## config.mk

```make
export PLATFORM = sky130hd
export DESIGN_NAME = sram_host
export DESIGN_NICKNAME = d
export VERILOG_FILES = /design/src/sram_host_pkg.sv /design/src/sram_host.sv /design/src/phase_timer.sv
export SDC_FILE = /design/constraint.sdc
export NUM_CORES = 1
export LEC_CHECK = 0
export ABC_AREA = 1
export ABC_CLOCK_PERIOD_IN_PS = 3000
export CAP_MARGIN = 40
export CORE_ASPECT_RATIO = 1.1
export CORE_MARGIN = 3
export CORE_UTILIZATION = 62
export DETAILED_ROUTE_END_ITERATION = 12
export DONT_BUFFER_PORTS = 1
export MAX_ROUTING_LAYER = met4
export PLACE_DENSITY = 0.77
export SLEW_MARGIN = 20
export SYNTH_ARGS = -nofsm -noshare
export SYNTH_HDL_FRONTEND = slang
export SYNTH_HIERARCHICAL = 1
export SYNTH_SLANG_ARGS = --single-unit
```

## constraint.sdc

```tcl
create_clock -name CLK_SYS -period 3 [get_ports CLK_SYS]
set_clock_uncertainty 0.2 [all_clocks]
set_input_delay 0.75 -clock CLK_SYS [delete_from_list [all_inputs] [get_ports CLK_SYS]]
set_output_delay 0.75 -clock CLK_SYS [all_outputs]
set_load 0.005 [all_outputs]
```

## src/sram_host_pkg.sv

```systemverilog
// Purpose: shared constants for the asynchronous SRAM module host
// Assumes: 100 MHz system clock, fastest speed grade timing
// Notes: cycle counts round least times up to whole cycles

package sram_host_pkg;

  // ==========================================================
  // geometry
  localparam int ADDR_W = 20;
  localparam int DATA_W = 32;
  localparam int LANES = 4;
  localparam int LANE_W = 8;
  localparam int DENS_W = 4;
  // pins 0..3: ground, open, ground, open; open reads high via pull-up
  localparam logic [3:0] DENSITY_1M = 4'hA;

  // ==========================================================
  // timing in ns, fastest grade
  localparam int CLK_PERIOD_NS = 10;
  localparam int T_AA_NS = 20;
  localparam int T_ACS_NS = 20;
  localparam int T_OE_NS = 12;
  localparam int T_CHZ_NS = 10;
  localparam int T_OHZ_NS = 10;
  localparam int T_CW_NS = 17;
  localparam int T_AW_NS = 17;
  localparam int T_WP_NS = 15;
  localparam int T_DW_NS = 12;
  localparam int T_WR_NS = 3;

  function automatic int ns_to_cyc(input int ns);
    int c;
    c = (ns + CLK_PERIOD_NS - 1) / CLK_PERIOD_NS;
    return (c < 1) ? 1 : c;
  endfunction

  function automatic int max2(input int a, input int b);
    return (a > b) ? a : b;
  endfunction

  // ==========================================================
  // cycle counts
  localparam int ACC_CYC = ns_to_cyc(max2(max2(T_AA_NS, T_ACS_NS), T_OE_NS));
  localparam int REL_CYC = ns_to_cyc(max2(T_CHZ_NS, T_OHZ_NS));
  localparam int PULSE_CYC =
    ns_to_cyc(max2(max2(T_CW_NS, T_AW_NS), max2(T_WP_NS, T_DW_NS)));
  localparam int REC_CYC = ns_to_cyc(T_WR_NS);
  localparam int SET_CYC = 1;
  localparam int TIMER_W = 4;

  // ==========================================================
  // sequencer states
  typedef enum logic [5:0] {
    ST_IDLE = 6'h01,
    ST_RD_ACC = 6'h02,
    ST_RD_REL = 6'h04,
    ST_WR_SET = 6'h08,
    ST_WR_PULSE = 6'h10,
    ST_WR_REC = 6'h20
  } state_t;

endpackage

```

## src/sram_host.sv

```systemverilog
// Purpose: host controller driving an asynchronous 1M x 32 SRAM module
// Assumes: one request at a time, inputs synchronous to CLK_SYS
// Notes: all pin outputs registered; output enable kept high on writes
//
// Behaviour
// - address moves only with strobe high
// - write only while select and write low
// - address held 3 ns after write end
// - select and address 17 ns before end
// - write data valid 12 ns before end
// - host never drives while module outputs
// - output enable high, 15 ns pulse suffices

`timescale 1ns/1ns
`default_nettype none

module sram_host #(
  parameter int ACC_CYCLES = sram_host_pkg::ACC_CYC,
  parameter int REL_CYCLES = sram_host_pkg::REL_CYC,
  parameter int PULSE_CYCLES = sram_host_pkg::PULSE_CYC,
  parameter int REC_CYCLES = sram_host_pkg::REC_CYC
) (
  input wire logic CLK_SYS, // system clock
  input wire logic RESET_N, // synchronous reset, active low
  input wire logic REQ_VALID, // request present
  output logic REQ_READY, // request taken when valid and ready
  input wire logic REQ_WRITE, // 1 write, 0 read
  input wire logic [19:0] REQ_ADDR, // word address
  input wire logic [31:0] REQ_WDATA, // write data
  input wire logic [3:0] REQ_BYTE_EN, // byte lanes to access
  output logic RSP_VALID, // read data pulse
  output logic [31:0] RSP_RDATA, // read data
  output logic DENSITY_OK, // module reports 1M depth
  output logic [3:0] DENSITY_SEEN, // last sampled density code
  output logic [19:0] WORD_ADDRESS, // module address pins
  output logic [3:0] BYTE_LANE_SELECT_N, // lane selects, active low
  output logic WRITE_ENABLE_N, // write strobe, active low
  output logic OUTPUT_ENABLE_N, // output enable, active low
  output logic [31:0] DATA_LINES_O, // data driven to module
  output logic DATA_LINES_OE, // high while host drives data
  input wire logic [31:0] DATA_LINES_I, // data from module
  input wire logic [3:0] DENSITY_CODE_PINS // density pins, open reads high
);

  // ==========================================================
  // state and phase timer
  sram_host_pkg::state_t state;
  sram_host_pkg::state_t next_state;
  logic timer_done;
  logic timer_load;
  logic [sram_host_pkg::TIMER_W-1:0] timer_val;
  logic [3:0] lane_en;

  wire take = REQ_VALID && REQ_READY;
  assign REQ_READY = (state == sram_host_pkg::ST_IDLE);

  function automatic logic [sram_host_pkg::TIMER_W-1:0] phase_len(
    input sram_host_pkg::state_t s
  );
    int n;
    case (s)
      sram_host_pkg::ST_RD_ACC: n = ACC_CYCLES;
      sram_host_pkg::ST_RD_REL: n = REL_CYCLES;
      // pulse covers select, address, data setup
      sram_host_pkg::ST_WR_PULSE: n = PULSE_CYCLES;
      sram_host_pkg::ST_WR_REC: n = REC_CYCLES;
      default: n = sram_host_pkg::SET_CYC;
    endcase
    return sram_host_pkg::TIMER_W'(n - 1);
  endfunction

  always_comb begin
    next_state = state;
    case (state)
      sram_host_pkg::ST_IDLE: begin
        if (take) begin
          next_state = REQ_WRITE ? sram_host_pkg::ST_WR_SET : sram_host_pkg::ST_RD_ACC;
        end
      end
      sram_host_pkg::ST_RD_ACC: begin
        if (timer_done) next_state = sram_host_pkg::ST_RD_REL;
      end
      sram_host_pkg::ST_RD_REL: begin
        if (timer_done) next_state = sram_host_pkg::ST_IDLE;
      end
      sram_host_pkg::ST_WR_SET: begin
        if (timer_done) next_state = sram_host_pkg::ST_WR_PULSE;
      end
      sram_host_pkg::ST_WR_PULSE: begin
        if (timer_done) next_state = sram_host_pkg::ST_WR_REC;
      end
      sram_host_pkg::ST_WR_REC: begin
        if (timer_done) next_state = sram_host_pkg::ST_IDLE;
      end
      default: next_state = sram_host_pkg::ST_IDLE;
    endcase
  end

  assign timer_load = (next_state != state);
  assign timer_val = phase_len(next_state);

  phase_timer #(
    .W(sram_host_pkg::TIMER_W)
  ) u_timer (
    .CLK_SYS(CLK_SYS),
    .RESET_N(RESET_N),
    .load(timer_load),
    .load_val(timer_val),
    .done(timer_done)
  );

  always_ff @(posedge CLK_SYS) begin
    if (!RESET_N) begin
      state <= sram_host_pkg::ST_IDLE;
    end else begin
      state <= next_state;
    end
  end

  // ==========================================================
  // strobe decode from the coming state
  // overlap only in pulse
  wire next_wr_pulse = (next_state == sram_host_pkg::ST_WR_PULSE);
  wire next_rd_acc = (next_state == sram_host_pkg::ST_RD_ACC);
  // output enable held high on writes, so plain pulse width is enough
  wire next_oe_n = !next_rd_acc;
  wire next_we_n = !next_wr_pulse;
  // select and write fall on one edge, module keeps floating
  wire lanes_active = next_wr_pulse || next_rd_acc;
  // drive data only from write setup through recovery
  wire next_dq_oe = (next_state == sram_host_pkg::ST_WR_SET) || next_wr_pulse ||
                    (next_state == sram_host_pkg::ST_WR_REC);
  // address only loads from idle, with write strobe high
  // address and data held through recovery
  wire addr_load = take;

  always_ff @(posedge CLK_SYS) begin
    if (!RESET_N) begin
      lane_en <= 4'h0;
    end else if (take) begin
      lane_en <= REQ_BYTE_EN;
    end
  end

  genvar g;
  generate
    for (g = 0; g < sram_host_pkg::LANES; g++) begin : g_lane
      // select g owns data byte g
      always_ff @(posedge CLK_SYS) begin
        if (!RESET_N) begin
          BYTE_LANE_SELECT_N[g] <= 1'b1;
        end else begin
          BYTE_LANE_SELECT_N[g] <= !(lanes_active &&
                                     (take ? REQ_BYTE_EN[g] : lane_en[g]));
        end
      end
    end
  endgenerate

  // ==========================================================
  // pin registers
  always_ff @(posedge CLK_SYS) begin
    if (!RESET_N) begin
      WORD_ADDRESS <= 20'h00000;
      DATA_LINES_O <= 32'h00000000;
    end else if (addr_load) begin
      WORD_ADDRESS <= REQ_ADDR;
      DATA_LINES_O <= REQ_WDATA;
    end
  end

  always_ff @(posedge CLK_SYS) begin
    if (!RESET_N) begin
      WRITE_ENABLE_N <= 1'b1;
      OUTPUT_ENABLE_N <= 1'b1;
      DATA_LINES_OE <= 1'b0;
    end else begin
      WRITE_ENABLE_N <= next_we_n;
      OUTPUT_ENABLE_N <= next_oe_n;
      DATA_LINES_OE <= next_dq_oe;
    end
  end

  // ==========================================================
  // read capture and density check
  // sample after the full access time
  wire rd_sample = (state == sram_host_pkg::ST_RD_ACC) && timer_done;

  always_ff @(posedge CLK_SYS) begin
    if (!RESET_N) begin
      RSP_VALID <= 1'b0;
      RSP_RDATA <= 32'h00000000;
    end else begin
      RSP_VALID <= rd_sample;
      if (rd_sample) RSP_RDATA <= DATA_LINES_I;
    end
  end

  always_ff @(posedge CLK_SYS) begin
    if (!RESET_N) begin
      DENSITY_SEEN <= 4'h0;
      DENSITY_OK <= 1'b0;
    end else begin
      DENSITY_SEEN <= DENSITY_CODE_PINS;
      DENSITY_OK <= (DENSITY_CODE_PINS == sram_host_pkg::DENSITY_1M);
    end
  end
endmodule

`default_nettype wire

```

## src/phase_timer.sv

```systemverilog
// Purpose: down counter timing each strobe phase
// Assumes: load value is the phase length minus one
// Notes: done is combinational so the sequencer leaves on time

`timescale 1ns/1ns
`default_nettype none

module phase_timer #(
  parameter int W = 4
) (
  input wire logic CLK_SYS, // system clock
  input wire logic RESET_N, // synchronous reset, active low
  input wire logic load, // start a new phase
  input wire logic [W-1:0] load_val, // phase length minus one
  output logic done // last cycle of phase
);

  logic [W-1:0] count;

  always_ff @(posedge CLK_SYS) begin
    if (!RESET_N) begin
      count <= '0;
    end else if (load) begin
      count <= load_val;
    end else if (count != '0) begin
      count <= count - 1'b1;
    end
  end

  assign done = (count == '0);

endmodule

`default_nettype wire

```

==> flow_summary.yaml <==
synthesis:
  synth_cell_types: 29
  synth_top_cell_by_area: "dfxtp_1"
  ys_warn_count: 6
  synthCells: 531
  synth-seq-cells: 111
  synthTopCellsByArea: "dfxtp_1 (54%), nor2_1 (17%), o21ai_0 (8.0%), o21ai_1 (3.0%), nand2_1 (2.9%)"
  ys_seq_area_share_pct: 53.6
  synth_area_um2: 4150
  yosysTopAreaCellShare_pct: 53.6
  syn_avg_cell_area_um2: 7.81
critical_path:
  slowest_stage: "dfxtp_1"
  critPathLaunchType: "flip-flop"
  cp.required_ns: 3.05
  crit_type: "flip-flop to flip-flop"
  slowest_delay_ns: 0.36
  critPathMaxFanout: 8
  cp.arrival_ns: 2.53
  cpMostUsedCell: "nand2_1"
  critPathBufInv: 4
  reg2reg_depth: 15
  path_delay_family: "simple AND/OR/NAND/NOR gates"
  cp-end-kind: "flip-flop"
  path_depth: 15
  path_cells: "inv_1 > ha_1 > nand2_1 > nor2_1 > buf_4 > inv_1 > nand2_1 > a21oi_1 > nand3_1 > nand2_1 > nand3_1 > inv_2 > nand3_2 > nand2_1 > a21oi_1"
global_route:
  grt_busiest_layer: "met2"
  grt_pass1_wl_mm: 15.1
  global_route.usage.met3_pct: 8.00
  track_usage_pct: 24.9
  gr-total-overflow: 0
  grt_max_degree: 99
  use_met2_pct: 42.2
  use_met1_pct: 27.6
  grt_pass1_vias: 3093
  antenna_found_initial: 0
cts:
  cts_post_setup_buffers_inserted: 0
  clock_latency_ns: 0.36
  clockBufferDepth: 2
  cts_tree: "done"
  clock-sinks: 111
  cts_hold_buf: 0
  cts.reportedPaths.clkPinSlew_ns: 0.09
  cts_buffers: 9
  h-tree-depth: 3
  cts_resized: 0
  cts-root-buf: "clkbuf_8"
sta:
  fmax_mhz: 403
  setup_viol: 0
  rsz0062_at_grt: "no"
  slew_violations: 0
  period_minus_slack_ns: 2.48
  finalHoldViolations: 0
  whs_ns: 0.257
  fin_tns_setup_ns: 0
  period_share_pct: 82.7
detailed_routing:
  postRouteAntennaNets: 0
  via_count: 3328
  drt_iter0_markers: 244
  routed_wirelength_mm: 9.46
  routed_via_density: 5.51
  first_pass_iters: 4
  routedWlPerCell_um: 15.7
  drc_errors: 0
placement:
  portBuffers: 0
  gp_congestion: 0.995
  dp.cells: 589
  dpl.hpwl_mm: 6.79
layout:
  drive_gt1_share_pct: 6.68
  num-fill-cells: 567
  nNetsFinal: 617
  area_growth_pct: 4.19
  mostFrequentLayoutCell: "nor2_1"
  finalNonFillerCells: 604
  finalCoreUtilization_pct: 68.1
  final_cell_mix: "nor2_1 (192), dfxtp_1 (111), o21ai_0 (66), nand2_1 (32), o21ai_1 (25)"
  antenna_cells: 0
die:
  die_x_um: 84.0
  rows: 30
  io_pins: 194
  start_util_pct: 65.4
  core_um2: 6340
  die_y_um: 91.8
  dieArea_um2: 7710
power_and_ir_drop:
  power_frac_comb_pct: 15.3
  p_int_uw: 2350
  p_leak_uw: 0.00176
  power.switching_uw: 903
  max-vdd-ir-drop_v: 0.000416
  p_seq_share_pct: 53.3
  powerDensity_nw_per_um2: 752
  switching_share_pct: 27.8
  p_clk_share_pct: 31.4
  power_uw: 3250
min_path:
  hold_depth: 1
  hold_class: "input pin to flip-flop"
outcome:
  status: "finished clean"
job:
  cap_violations: 0
## state kept, by name, indices dropped and copies added, names as in the netlist, 4 cells and up
signal / cells
DENSITY_SEEN: 4
DATA_LINES_O: 32
state: 6
u_timer/count: 4
BYTE_LANE_SELECT_N: 4
lane_en: 4
RSP_RDATA: 32
WORD_ADDRESS: 20
## cell type report
type	instances	area (µm²)	share of cell area [%]
clock buffer	10	128	2.95
clock inverter	5	106	2.46
inverter	26	98.8	2.29
multi-input combinational	367	1620	37.4
sequential	111	2220	51.4
tap	80	100	2.32
timing repair buffer	5	50.0	1.16
## Yosys cell counts
library cell  count
a31oi_1           1
or2_0             1
inv_1            22
buf_12            5
a21oi_1           8
o21bai_1          1
nand3_2           1
nor2_1          192
conb_1            1
clkinv_2          1
inv_2             3
nand3_1          18
nor4b_1           1
nor2_2            6
nand4_2           1
o21ai_1          25
o31ai_1           2
nor2_4            2
nor3_1            1
ha_1              1
buf_2             4
o21ai_0          66
buf_6             3
nand2_4           1
dfxtp_1         111
nand2_1          32
nand2_2           1
nand4_1           3
clkbuf_1         17
## cells by family after synthesis
kind of cell | count (synthesis) | share of synthesized area [%]
flops | 111 | 53.6
simple gates | 260 | 25.8
compound gates | 103 | 12.6
fa+ha+maj | 1 | 0.302
other cells | 1 | 0.0904
buf+inv | 55 | 7.63
## through the flow
step | setup slack, ns | cell area (µm²)
after floorplan | 0.722 | 4160
after global placement | 0.677 | 4090
after detailed placement | 0.576 | 4090
after CTS | 0.557 | 4320
after global routing | 0.252 | 4320
final | 0.518 | 4320
## worst register-to-register path: cells and delay by family, from the launching register on
| family | cells | cell delay, ns |
|---|---|---|
| AOI/OAI and AO/OA | 2 | 0.24 |
| and+or+nand+nor | 8 | 0.77 |
| buffers and inverters | 4 | 0.54 |
| DFF | 1 | 0.36 |
| adders and majority gates | 1 | 0.27 |
## path summary, 6_finish.rpt
kind	end	slack, ns	startpoint
min	DENSITY_OK	0.26	DENSITY_CODE_PINS[0]
max	u_timer/count[0]	0.52	u_timer/count[0]
min reg2reg	lane_en[1]	0.30	lane_en[1]
max reg2reg	u_timer/count[0]	0.52	u_timer/count[0]
## power groups by stage
| stage | clock network (µW) | logic (µW) | registers, µW |
|---|---|---|---|
| floorplan | 0 | 470 | 1740 |
| global placement | 0 | 471 | 1770 |
| detailed placement | 0 | 493 | 1770 |
| CTS | 1040 | 496 | 1740 |
| global route | 1110 | 583 | 1750 |
| finish | 1020 | 497 | 1740 |
## metal layers
layer  routed length [µm]  share of wire, %  up-vias
met5                    0                 0        -
li1                     -                 -     1663
met3                  761               8.0       22
met1                 3600                38     1490
met2                 4890                52      153
met4                  209               2.2        0
No activity file was read; power rests on OpenSTA's default activity.
